--- config.mk ---
export PLATFORM = sky130hd
export DESIGN_NAME = interrupt_flag_unit
export DESIGN_NICKNAME = d
export VERILOG_FILES = /design/src/hw/irq_flag_pkg.sv /design/src/hw/interrupt_flag_unit.sv
export SDC_FILE = /design/constraint.sdc
export NUM_CORES = 1
export LEC_CHECK = 0
export BUFFER_PORTS_ARGS = -buffer_cell sky130_fd_sc_hd__buf_2
export CAP_MARGIN = 20
export CORE_MARGIN = 2
export CORE_UTILIZATION = 43
export CTS_CLUSTER_DIAMETER = 200
export CTS_CLUSTER_SIZE = 24
export DETAILED_ROUTE_END_ITERATION = 10
export PLACE_DENSITY = 0.76
export SLEW_MARGIN = 20
export SYNTH_ARGS = -nofsm -noshare
export SYNTH_HDL_FRONTEND = slang
export SYNTH_SLANG_ARGS = --single-unit
--- constraint.sdc ---
create_clock -name clk -period 1.5 [get_ports clk]
set_input_delay 0 -clock clk [delete_from_list [all_inputs] [get_ports clk]]
set_output_delay 0 -clock clk [all_outputs]
set_load 0.005 [all_outputs]
--- src/hw/irq_flag_pkg.sv ---
// Package for the interrupt flag unit: register map, field positions, reset values.
// Assumes a single 20 MHz clock and an AHB-Lite register bus with 32-bit data.
package irq_flag_pkg;
	// Register byte addresses
	localparam logic [7:0] pin_flags_addr = 8'h00;
	localparam logic [7:0] event_flags_addr = 8'h04;
	localparam logic [7:0] mask_addr = 8'h08;
	localparam logic [7:0] control_addr = 8'h0c;
	localparam logic [7:0] cpu_addr = 8'h10;
	// Control register fields
	localparam int ctl_pin7_falling_only_bit = 7;
	localparam int ctl_global_enable_bit = 6;
	localparam int ctl_counter_one_16bit_bit = 0;
	localparam int ctl_detector_falling_only_bit = 1;
	localparam int ctl_serial_error_enable_bit = 2;
	// Internal flag positions
	localparam int ev_timer_bit = 0;
	localparam int ev_counter_one_bit = 1;
	localparam int ev_counter_two_bit = 2;
	localparam int ev_detector_bit = 3;
	localparam int ev_serial_bit = 4;
	localparam int ev_caller_bit = 6;
	localparam int ev_transfer_bit = 7;
	// Reset values
	localparam logic [7:0] flags_reset = 8'h00;
	localparam logic [7:0] mask_reset = 8'h00;
	localparam logic [7:0] control_reset = 8'h80;
	localparam logic [15:0] vector_address = 16'h0008;
	localparam logic [7:0] vector_page = 8'h00;
	localparam logic [7:0] event_valid_bits = 8'hdf;
	// Timing counts: edges after reset release before edge history is trusted
	localparam logic [1:0] settle_cycles = 2'h3;
	// Event inputs grouped together
	typedef struct packed {
		logic timer_ovf;
		logic counter_one_ovf8;
		logic counter_one_ovf16;
		logic counter_two_ovf;
		logic energy_detector_output;
		logic tx_empty;
		logic rx_full;
		logic rx_error;
		logic demodulated_fsk_bit;
		logic call_waiting_output;
		logic serial_transfer_done;
		logic tone_digit_valid;
	} event_in_t;
	// CPU context saved on entry
	typedef struct packed {
		logic [7:0] accumulator_reg;
		logic [7:0] status;
		logic [7:0] page;
	} context_t;
endpackage : irq_flag_pkg

--- src/hw/interrupt_flag_unit.sv ---
// Interrupt flag unit: pin and event flags, mask, global enable, context save.
// Assumes AHB-Lite master, asynchronous pins and events, CPU core on clk.
//
// Register access over AHB-Lite and the register offsets were left to the implementer.
`timescale 1ns/10ps
`default_nettype none
module interrupt_flag_unit
	import irq_flag_pkg::*;
(
	// Clock and reset
	input wire logic clk,
	input wire logic sys_rst,
	// AHB-Lite slave
	input wire logic hsel,
	input wire logic [31:0] haddr,
	input wire logic [1:0] htrans,
	input wire logic hwrite,
	input wire logic [2:0] hsize,
	input wire logic [31:0] hwdata,
	input wire logic hready,
	output logic [31:0] hrdata,
	output logic hreadyout,
	output logic hresp,
	// Port 7 pins
	input wire logic [7:0] port7_pin,
	// Event sources
	input wire event_in_t events,
	// CPU core
	input wire logic irq_enable_instr,
	input wire logic irq_disable_instr,
	input wire logic return_from_irq_instr,
	input wire logic irq_taken,
	input wire context_t cpu_context,
	output logic irq_request,
	output logic [15:0] vector_pc,
	output logic [7:0] vector_page_out,
	output context_t saved_context
);
	// Register state
	logic [7:0] pin_flags;
	logic [7:0] event_flags;
	logic [7:0] irq_mask_register;
	logic [7:0] control_register;
	context_t context_store;
	// Synchronisers and edge history
	localparam int sync_width = 20;
	logic [sync_width-1:0] sync_a;
	logic [sync_width-1:0] sync_b;
	logic [sync_width-1:0] sync_prev;
	// AHB data-phase capture
	logic wr_pending;
	logic [7:0] wr_addr;

	// Two flip-flops then history; first stage read only by the second
	always_ff @(posedge clk) begin
		if (sys_rst) begin
			sync_a <= '0;
			sync_b <= '0;
			sync_prev <= '0;
		end else begin
			sync_a <= {port7_pin, events};
			sync_b <= sync_a;
			sync_prev <= sync_b;
		end
	end

	// History is trusted only once both stages hold real samples; against the reset
	// zeros an idle-high pin or event would otherwise look like an edge
	logic [1:0] settle_count;
	wire settled = (settle_count == settle_cycles);
	always_ff @(posedge clk) begin
		if (sys_rst)
			settle_count <= 2'h0;
		else if (!settled)
			settle_count <= settle_count + 2'h1;
	end

	// Edge decode on synchronised samples
	wire [7:0] pin_now = sync_b[19:12];
	wire [7:0] pin_old = sync_prev[19:12];
	event_in_t ev_now;
	event_in_t ev_old;
	assign ev_now = event_in_t'(sync_b[11:0]);
	assign ev_old = event_in_t'(sync_prev[11:0]);
	// Per-pin falling-edge detect
	logic [7:0] pin_fall;
	for (genvar g = 0; g < 8; g++) begin : gen_pin_edge
		assign pin_fall[g] = pin_old[g] & ~pin_now[g];
	end
	wire pin7_any = pin_old[7] ^ pin_now[7];
	wire pin7_set = control_register[ctl_pin7_falling_only_bit] ? pin_fall[7] : pin7_any;
	wire [7:0] pin_set = settled ? {pin7_set, pin_fall[6:0]} : 8'h00;

	function automatic logic rise(input logic now, input logic old);
		rise = now & ~old;
	endfunction

	wire ctr1_ovf = control_register[ctl_counter_one_16bit_bit] ?
		rise(ev_now.counter_one_ovf16, ev_old.counter_one_ovf16) :
		rise(ev_now.counter_one_ovf8, ev_old.counter_one_ovf8);
	wire det_fall = ev_old.energy_detector_output & ~ev_now.energy_detector_output;
	wire det_any = ev_old.energy_detector_output ^ ev_now.energy_detector_output;
	wire det_set = control_register[ctl_detector_falling_only_bit] ? det_fall : det_any;
	wire serial_set = rise(ev_now.tx_empty, ev_old.tx_empty)
		| rise(ev_now.rx_full, ev_old.rx_full)
		| (rise(ev_now.rx_error, ev_old.rx_error)
		& control_register[ctl_serial_error_enable_bit]);
	wire caller_set = (ev_old.demodulated_fsk_bit & ~ev_now.demodulated_fsk_bit)
		| (ev_old.call_waiting_output & ~ev_now.call_waiting_output);
	wire transfer_set = rise(ev_now.serial_transfer_done, ev_old.serial_transfer_done)
		| rise(ev_now.tone_digit_valid, ev_old.tone_digit_valid);
	logic [7:0] event_set;
	always_comb begin
		event_set = 8'h00;
		event_set[ev_timer_bit] = rise(ev_now.timer_ovf, ev_old.timer_ovf);
		event_set[ev_counter_one_bit] = ctr1_ovf;
		event_set[ev_counter_two_bit] = rise(ev_now.counter_two_ovf, ev_old.counter_two_ovf);
		event_set[ev_detector_bit] = det_set;
		event_set[ev_serial_bit] = serial_set;
		event_set[ev_caller_bit] = caller_set;
		event_set[ev_transfer_bit] = transfer_set;
		if (!settled) event_set = 8'h00;
	end

	// AHB address phase decode
	wire addr_take = hsel & hready & htrans[1];
	wire wr_pin = wr_pending & (wr_addr == pin_flags_addr);
	wire wr_event = wr_pending & (wr_addr == event_flags_addr);
	wire wr_mask = wr_pending & (wr_addr == mask_addr);
	wire wr_ctl = wr_pending & (wr_addr == control_addr);
	wire [7:0] wdata = hwdata[7:0];

	// Writes may only clear; a set in the same cycle wins
	wire [7:0] next_pin_flags = (pin_flags & ~(wr_pin ? ~wdata : 8'h00)) | pin_set;
	wire [7:0] next_event_flags =
		((event_flags & ~(wr_event ? ~wdata : 8'h00)) | event_set) & event_valid_bits;
	// Mask: software reads and clears only
	wire [7:0] next_mask = wr_mask ? (irq_mask_register & wdata) : irq_mask_register;

	// Global enable handling
	wire ge_clear = irq_disable_instr | irq_taken;
	wire ge_set = irq_enable_instr | return_from_irq_instr;
	logic [7:0] ctl_written;
	always_comb begin
		ctl_written = wr_ctl ? wdata : control_register;
		if (ge_clear)
			ctl_written[ctl_global_enable_bit] = 1'b0;
		else if (ge_set)
			ctl_written[ctl_global_enable_bit] = 1'b1;
	end

	// Flag and control registers; reset clears the flags and mask and loads control with 8'h80
	always_ff @(posedge clk) begin
		if (sys_rst) begin
			pin_flags <= flags_reset;
			event_flags <= flags_reset;
			irq_mask_register <= mask_reset;
			control_register <= control_reset;
		end else begin
			pin_flags <= next_pin_flags;
			event_flags <= next_event_flags;
			irq_mask_register <= next_mask;
			control_register <= ctl_written;
		end
	end

	// Context save on entry, held until the next entry
	always_ff @(posedge clk) begin
		if (sys_rst)
			context_store <= '0;
		else if (irq_taken)
			context_store <= cpu_context;
	end
	assign saved_context = context_store;

	// Request: unmasked event or pending pin flag, gated by global enable
	wire pending = (|(event_flags & irq_mask_register)) | (|pin_flags);
	assign irq_request = pending & control_register[ctl_global_enable_bit];
	assign vector_pc = vector_address;
	assign vector_page_out = vector_page;

	// AHB data phase; zero wait states, OKAY always
	logic [7:0] rd_mux;
	always_comb begin
		unique case (wr_addr)
			pin_flags_addr: rd_mux = pin_flags;
			event_flags_addr: rd_mux = event_flags;
			mask_addr: rd_mux = irq_mask_register;
			control_addr: rd_mux = control_register;
			cpu_addr: rd_mux = {7'h00, irq_request};
			default: rd_mux = 8'h00;
		endcase
	end
	always_ff @(posedge clk) begin
		if (sys_rst) begin
			wr_pending <= 1'b0;
			wr_addr <= 8'h00;
		end else if (hready) begin
			wr_pending <= addr_take & hwrite;
			wr_addr <= addr_take ? haddr[7:0] : 8'hff;
		end
	end
	assign hrdata = {24'h000000, rd_mux};
	assign hreadyout = 1'b1;
	assign hresp = 1'b0;

	// Checks
	// Per-bit checks on the pin flags
	for (genvar b = 0; b < 8; b++) begin : gen_pin_checks
		// An edge sets the flag whatever the bus does
		pin_set_a: assert property (@(posedge clk) disable iff (sys_rst)
			pin_set[b] |=> pin_flags[b])
			else $error("pin edge lost");
		// A write never raises a pin flag
		no_sw_set_a: assert property (@(posedge clk) disable iff (sys_rst)
			(!pin_flags[b] && !pin_set[b]) |=> !pin_flags[b])
			else $error("pin flag set by write");
		// A zero written with no edge clears the flag
		pin_clear_a: assert property (@(posedge clk) disable iff (sys_rst)
			(wr_pin && !wdata[b] && !pin_set[b]) |=> !pin_flags[b])
			else $error("pin flag kept");
	end
	// Falling-only mode ignores a rising pin 7
	pin7_mode_a: assert property (@(posedge clk) disable iff (sys_rst)
		(control_register[7] && $rose(pin_now[7]) && !pin_flags[7]) |=> !pin_flags[7])
		else $error("pin 7 rise in falling mode");
	// Both-edge mode: any change of pin 7 raises flag 7
	pin7_both_a: assert property (@(posedge clk) disable iff (sys_rst)
		(!control_register[ctl_pin7_falling_only_bit] && settled && pin7_any) |=> pin_flags[7])
		else $error("pin 7 edge missed");
	// Set beats a clear in the same cycle
	set_wins_a: assert property (@(posedge clk) disable iff (sys_rst)
		(wr_event && event_set[0]) |=> event_flags[0])
		else $error("set lost to clear");
	// Mask bit 3 can only fall
	mask_clear_a: assert property (@(posedge clk) disable iff (sys_rst)
		!irq_mask_register[3] |=> !irq_mask_register[3])
		else $error("mask bit set");
	// Entry drops the global enable
	entry_off_a: assert property (@(posedge clk) disable iff (sys_rst)
		irq_taken |=> !control_register[6])
		else $error("enable kept on entry");
	// Context captured on entry
	save_ctx_a: assert property (@(posedge clk) disable iff (sys_rst)
		irq_taken |=> saved_context == $past(cpu_context))
		else $error("context not saved");
	// Context held between entries
	ctx_hold_a: assert property (@(posedge clk) disable iff (sys_rst)
		!irq_taken |=> $stable(saved_context))
		else $error("context changed");
	// Transfer-done rise raises bit 7
	transfer_a: assert property (@(posedge clk) disable iff (sys_rst)
		(settled && $rose(ev_now.serial_transfer_done)) |=> event_flags[7])
		else $error("transfer flag missed");
	// Tone digit rise raises bit 7
	tone_valid_a: assert property (@(posedge clk) disable iff (sys_rst)
		(settled && $rose(ev_now.tone_digit_valid)) |=> event_flags[ev_transfer_bit])
		else $error("tone flag missed");
	// Reserved bit never set
	bit5_zero_a: assert property (@(posedge clk) disable iff (sys_rst)
		!event_flags[5])
		else $error("reserved bit set");
	// Timer overflow raises bit 0
	timer_flag_a: assert property (@(posedge clk) disable iff (sys_rst)
		(settled && $rose(ev_now.timer_ovf)) |=> event_flags[ev_timer_bit])
		else $error("timer flag missed");
	// Counter one in 8-bit mode
	counter_one_a: assert property (@(posedge clk) disable iff (sys_rst)
		(!control_register[0] && settled && $rose(ev_now.counter_one_ovf8)) |=> event_flags[1])
		else $error("counter one flag missed");
	// Counter one in 16-bit mode
	counter_wide_a: assert property (@(posedge clk) disable iff (sys_rst)
		(control_register[0] && settled && $rose(ev_now.counter_one_ovf16)) |=> event_flags[1])
		else $error("wide overflow missed");
	// 8-bit mode ignores the wide overflow
	wide_ignored_a: assert property (@(posedge clk) disable iff (sys_rst)
		(!control_register[0] && !event_flags[1] && !$rose(ev_now.counter_one_ovf8))
		|=> !event_flags[1])
		else $error("wrong width overflow");
	// Counter two overflow raises bit 2
	counter_two_a: assert property (@(posedge clk) disable iff (sys_rst)
		(settled && $rose(ev_now.counter_two_ovf)) |=> event_flags[ev_counter_two_bit])
		else $error("counter two flag missed");
	// Detector falling edge raises bit 3
	detector_fall_a: assert property (@(posedge clk) disable iff (sys_rst)
		(settled && $fell(ev_now.energy_detector_output)) |=> event_flags[ev_detector_bit])
		else $error("detector flag missed");
	// Falling-only detector mode ignores a rise
	detector_mode_a: assert property (@(posedge clk) disable iff (sys_rst)
		(control_register[1] && $rose(ev_now.energy_detector_output) && !event_flags[3])
		|=> !event_flags[3])
		else $error("detector rise in falling mode");
	// Receive error raises bit 4 only when reporting is on
	serial_error_a: assert property (@(posedge clk) disable iff (sys_rst)
		(control_register[2] && settled && $rose(ev_now.rx_error)) |=> event_flags[4])
		else $error("serial error missed");
	serial_gate_a: assert property (@(posedge clk) disable iff (sys_rst)
		(!control_register[2] && !event_flags[4] && !$rose(ev_now.tx_empty)
		&& !$rose(ev_now.rx_full)) |=> !event_flags[4])
		else $error("serial error not gated");
	// Caller data falling edge raises bit 6
	caller_fall_a: assert property (@(posedge clk) disable iff (sys_rst)
		(settled && ($fell(ev_now.demodulated_fsk_bit) || $fell(ev_now.call_waiting_output)))
		|=> event_flags[ev_caller_bit])
		else $error("caller flag missed");
	// Request follows pending flags and global enable
	request_on_a: assert property (@(posedge clk) disable iff (sys_rst)
		(control_register[ctl_global_enable_bit] && (|pin_flags)) |-> irq_request)
		else $error("request missing");
	request_off_a: assert property (@(posedge clk) disable iff (sys_rst)
		(!(|pin_flags) && ((event_flags & irq_mask_register) == 8'h00)) |-> !irq_request)
		else $error("request without cause");
	// Vector fixed at entry
	vector_fixed_a: assert property (@(posedge clk) disable iff (sys_rst)
		irq_taken |-> (vector_pc == vector_address && vector_page_out == vector_page))
		else $error("wrong vector");
	// Enable instruction sets the global enable
	enable_set_a: assert property (@(posedge clk) disable iff (sys_rst)
		(irq_enable_instr && !irq_disable_instr && !irq_taken) |=> control_register[6])
		else $error("enable not set");
	// Disable wins over a simultaneous enable
	disable_clear_a: assert property (@(posedge clk) disable iff (sys_rst)
		irq_disable_instr |=> !control_register[6])
		else $error("enable kept after disable");
	// Flags leave reset cleared
	reset_clear_a: assert property (@(posedge clk)
		$fell(sys_rst) |-> (pin_flags == 8'h00 && event_flags == 8'h00))
		else $error("flags not cleared by reset");
	// Main scenarios
	cover_pin_c: cover property (@(posedge clk) pin_set[7]);
	cover_req_c: cover property (@(posedge clk) irq_request ##1 irq_taken);
	cover_clash_c: cover property (@(posedge clk) wr_pin && pin_set[0]);
	cover_event_c: cover property (@(posedge clk) event_set[ev_caller_bit]);
	cover_return_c: cover property (@(posedge clk) return_from_irq_instr);
endmodule : interrupt_flag_unit
`default_nettype wire

# Word-level counts from Yosys, hierarchy flattened
# Index checks and enable logic that the tools add are counted.
# classes
n_bitwise	67
reduce_logical	5
n_addsub	1
muxes	11
eq_ne	5
# op_table
operator	count
8-bit two-way mux	5
8-bit one-hot mux with 5 select lines	1
8-bit AND	4
1-bit AND	29
8-bit NOT	3
1-bit NOT	20
8-bit by 4-bit equality test with 1-bit output, second input constant	2
8-bit bitwise OR	2
8-bit OR reduction	2
8-bit by 3-bit equality test with 1-bit output, second input constant	1
8-bit by 5-bit equality test with 1-bit output, second input constant	1
8-bit logical NOT	1
7-bit two-way mux	1
1-bit bitwise OR	7
1-bit two-way mux	4
2-bit by 1-bit adder with 2-bit output, second input constant	1
2-bit equality test, second input constant	1
2-bit nonzero test	1
2-bit OR reduction	1
1-bit bitwise XOR	2
# totals
inputBits	122
reg_bits	127
wordCells	104

# Depth between registers and ports, before layout
# logic_depth
ltp_word	6
depth_mapped	6
depth_no_buf	6

# Worst setup path before layout
# No wires, ideal clock.
# synth_path
path_type	register to register
from	register wr_addr[0]
to	register control_register[6]
path_buffers	1
synth_period_minus_slack_ps	1411
required_ps	1412
setup_slack_ps	89
path_stages_with_launch	6
setup_ps	88
arrival_ps	1323
cell_sequence	dfxtp_1 -> nor4_2 -> and3_1 -> buf_6 -> mux2_4 -> nor4_2
# synth_via
elab_chain_cells	3
# synth_lines
item	line_no	text
start, declared	interrupt_flag_unit.sv:52	logic [7:0] wr_addr;
start signal, assigned	interrupt_flag_unit.sv:200	wr_addr <= addr_take ? haddr[7:0] : 8'hff;
8-bit by 4-bit equality test with 1-bit output	interrupt_flag_unit.sv:130	wire wr_ctl = wr_pending & (wr_addr == control_addr);
1-bit AND	interrupt_flag_unit.sv:130	
2-bit nonzero test (no line)	--	
end signal, assigned	interrupt_flag_unit.sv:158	control_register <= control_reset;
end signal, assigned	interrupt_flag_unit.sv:163	control_register <= ctl_written;
end, declared	interrupt_flag_unit.sv:43	logic [7:0] control_register;
# Every way passes these cells.
# A chain may end at the register's enable or synchronous reset.

# Final worst setup path
# layout_path
from	register wr_addr[6]
to	output port hrdata[0]
# layout_via
elab_chain_cells	2
# layout_lines
item	line_no	text
8-bit by 5-bit equality test with 1-bit output, or another cell as far along	interrupt_flag_unit.sv:185	unique case (wr_addr)
8-bit one-hot mux with 5 select lines *	interrupt_flag_unit.sv:185	
end, declared	interrupt_flag_unit.sv:21	output logic [31:0] hrdata,
# Mark *: on every way between the ends. The rest lies on a longest branch, timed or not.

==> results.py <==
metrics = {
    "sta": {
        "period_share_pct": 116,
        "finalCriticalPeriod_ps": 1750,
        "finalClockSkew_ps": 12.0,
        "rsz0062_at_grt": "true",
        "fin_tns_setup_ps": -2800,
        "worst_hold_slack_ps": 46.1,
        "maxSlewViolCount": 0,
        "hold_viol": 0,
        "fmax_ghz": 0.573,
        "worst_pin_slew_ps": 729,
        "relSlewSlack_pct": 51.4,
        "finalWorstSetupSlack_ps": -245,
        "setup_viol": 27,
    },
    "detailed_routing": {
        "drt_iter0_drc": 127,
        "vias": 3784,
        "routed_wl_um": 11200,
        "ant_nets": 0,
        "drc": 0,
        "wl_per_cell_um": 14.1,
        "viasPerCell": 4.78,
        "first_pass_iters": 5,
    },
    "clocking": {
        "numCtsBuffers": 17,
        "clockBufferDepth": 2,
        "root_buffer": "clkbuf_16",
        "cts_tree": "built",
        "clock_latency_ps": 410,
        "clkTransAtPathRegs_ps": 60,
        "cts_max_level": 4,
        "clock_sinks": 126,
    },
    "critical_path": {
        "cp-start-kind": "flip-flop",
        "crit_fanout": 4,
        "cp_data_required_time_ps": 1500,
        "cp.buffers_inverters": 1,
        "slowest_delay_ps": 310,
        "endpoint_kind": "primary output",
        "r2r_slack_ps": -140,
        "critical_path.cell_chain": "nor2_1, nor4b_2, nand4_1, o21ai_2, buf_2",
        "critPathArrivalTime_ps": 1750,
        "r2r_start": "wr_addr[6]$_SDFFE_PP0P_",
        "r2r_cells": 5,
        "r2r-end": "irq_mask_register[3]$_SDFFE_PP0P_",
        "crit_family": "simple AND/OR/NAND/NOR gates",
        "cp_slowest_cell": "dfxtp_1",
        "worstSetupPathType": "reg2out",
    },
    "pwr": {
        "total_power_uw": 8110,
        "p_per_area_nw_per_um2": 1190,
        "p_leak_uw": 0.00301,
        "vdd_drop_max_mv": 0.665,
    },
    "die": {
        "fp-row-count": 38,
        "dieArea_um2": 12200,
        "dieWidth_um": 111,
        "start_util_pct": 44.5,
        "ios": 205,
        "core_area_um2": 11000,
        "dieHeight_um": 111,
    },
    "yosys": {
        "avgSynthCellArea_um2": 10.6,
        "syn_area_um2": 4880,
        "yosys_warnings": 0,
        "synth-seq-area-share_pct": 51.6,
        "syn_inst": 459,
        "ys_types": 40,
        "synth_seq_cells": 126,
    },
    "min_path": {
        "worstHoldStart": "hready",
        "holdPathEnd": "wr_addr[2]$_SDFFE_PP0P_",
        "min_path_cells": 2,
        "hold_class": "in2reg",
    },
    "flow_run": {
        "cap_violations": 0,
    },
    "finish": {
        "antenna_cells": 0,
        "nets": 763,
        "area_delta_synth_final_pct": 39.5,
        "fin_cells": 791,
        "drive_gt1_share_pct": 31.6,
    },
    "place": {
        "post-place-cells": 690,
        "detailedPlace.worstSlack_ps": -69.0,
        "place.gp.congestion": 0.822,
        "dp_hpwl_um": 6830,
        "port_buffers": 102,
    },
    "global_route": {
        "grt_pass1_wl_um": 17900,
        "grt_usage_pct": 18.0,
        "first_global_vias": 3888,
        "grt_max_degree": 110,
        "antenna_found_initial": 0,
        "grt_overflow_total": 0,
    },
    "status": {
        "status": "finished with violations",
        "violations": "negative setup slack",
    },
}
==> where the power goes <==
group | total [uW] | internal, uW | leakage, uW | switching [uW]
clock network | 3790 | 2320 | 0.000276 | 1470
logic | 756 | 404 | 0.00170 | 352
registers | 3560 | 3490 | 0.00104 | 70.4
total | 8110 | 6210 | 0.00301 | 1900
==> registers in the layout, summed over array words and instances (netlist names) <==
register           count
wr_pending             1
settle_count           2
sync_b                20
sync_prev             20
irq_mask_register      8
sync_a                20
saved_context         24
control_register       8
event_flags            7
wr_addr                8
pin_flags              8
==> how the worst max path moves through the flow <==
stage	startpoint	to	slack, ps	cells past startpoint
final	wr_addr[6]$_SDFFE_PP0P_	hrdata[0]	-250	5
after global routing	wr_addr[6]$_SDFFE_PP0P_	hrdata[0]	-340	5
after CTS	wr_addr[2]$_SDFFE_PP0P_	hrdata[2]	-220	4
after detailed placement	wr_addr[0]$_SDFFE_PP0P_	event_flags[1]$_SDFF_PP0_	-70	5
after global placement	wr_addr[0]$_SDFFE_PP0P_	event_flags[3]$_SDFF_PP0_	-20	5
after floorplan	wr_addr[0]$_SDFFE_PP0P_	control_register[6]$_SDFFE_PP0P_	90	5
==> cell usage in the layout (no fill, tap or decap), types with 3 or more instances in the layout <==
cell,n
dfxtp_1,119
buf_2,95
dlygate4sd3_1,63
nor2b_1,55
conb_1,50
nor2_1,41
mux2i_1,33
clkbuf_16,17
a21oi_1,16
buf_4,16
buf_6,11
nand3b_1,10
inv_1,9
nand2_1,9
and3_4,8
o211a_1,8
o221a_2,8
mux4_2,7
o21ai_2,6
clkinv_2,6
o41ai_2,5
dfxtp_2,5
nand4_1,4
o21ai_1,4
nand3_1,3
ha_1,3
clkinv_4,3
==> cell type report <==
cell class,instances,area (um^2)
repair buffers,187,1390
multi-input cells,295,2120
fillers,899,4170
flip-flops and latches,126,2540
clock buffers,18,439
well taps,140,175
inverters,11,41.3
clock inverters,14,119
==> cells by family (layout without fill, tap and decap cells) <==
logic type	Yosys count	in the layout	synth area share (%)
adder cells (fa/ha/maj)	3	3	0.769
other	2	50	0.154
buffers and inverters	86	230	11.4
AO/OA/AOI/OAI	59	59	8.89
multiplexers	41	41	10.3
XOR/XNOR	1	1	0.179
AND/OR/NAND/NOR	141	141	16.6
flip-flops	126	126	51.6
==> cells in the mapped netlist, drive strengths merged <==
cell type | instances | area [um^2]
clkinv | 2 | 7.51
nand2 | 9 | 33.8
mux2i | 33 | 330
nor3 | 2 | 10.0
conb | 2 | 7.51
o21ai | 12 | 60.1
dfxtp | 126 | 2520
nor2b | 55 | 344
a32o | 1 | 10.0
a22o | 1 | 8.76
mux2 | 1 | 15.0
buf | 59 | 448
nor4 | 4 | 37.5
xor2 | 1 | 8.76
a22oi | 2 | 15.0
inv | 9 | 33.8
a21oi | 16 | 80.1
and3 | 9 | 65.1
nand3 | 4 | 32.5
nand3b | 11 | 95.1
ha | 3 | 37.5
o211a | 8 | 80.1
nor2 | 41 | 154
nor4b | 1 | 8.76
o41ai | 7 | 61.3
clkbuf | 16 | 70.1
a211oi | 1 | 7.51
o221a | 8 | 90.1
o22ai | 2 | 12.5
nand2b | 1 | 6.26
mux4 | 7 | 158
nand4 | 4 | 25.0
o221ai | 1 | 8.76
==> through the flow <==
step / instance area [um^2] / utilization, %
after floorplan: 5060 / -
after global placement: 5380 / 49.0
after detailed placement: 5380 / 49.0
after CTS: 6740 / 61.4
after global routing: 6820 / 62.1
final: 6820 / 62.1
==> what timing repair did <==
action / in CTS / in global routing
setup endpoints to repair: 28 / 34
pin swaps: 7 / 4
cloned: 1 / 0
endpoints found under the hold margin: 81 / 0
gates resized for setup: 33 / 22
hold buffers: 63 / 0
setup buffers: 2 / 3
==> routing by layer <==
layer | global-route usage, % | share of wire (%)
met4 | 9.00 | 2.6
met5 | 0 | 0
met3 | 5.10 | 5.7
met1 | 19.6 | 40
met2 | 31.7 | 51
(Power assumes the default switching activity.)
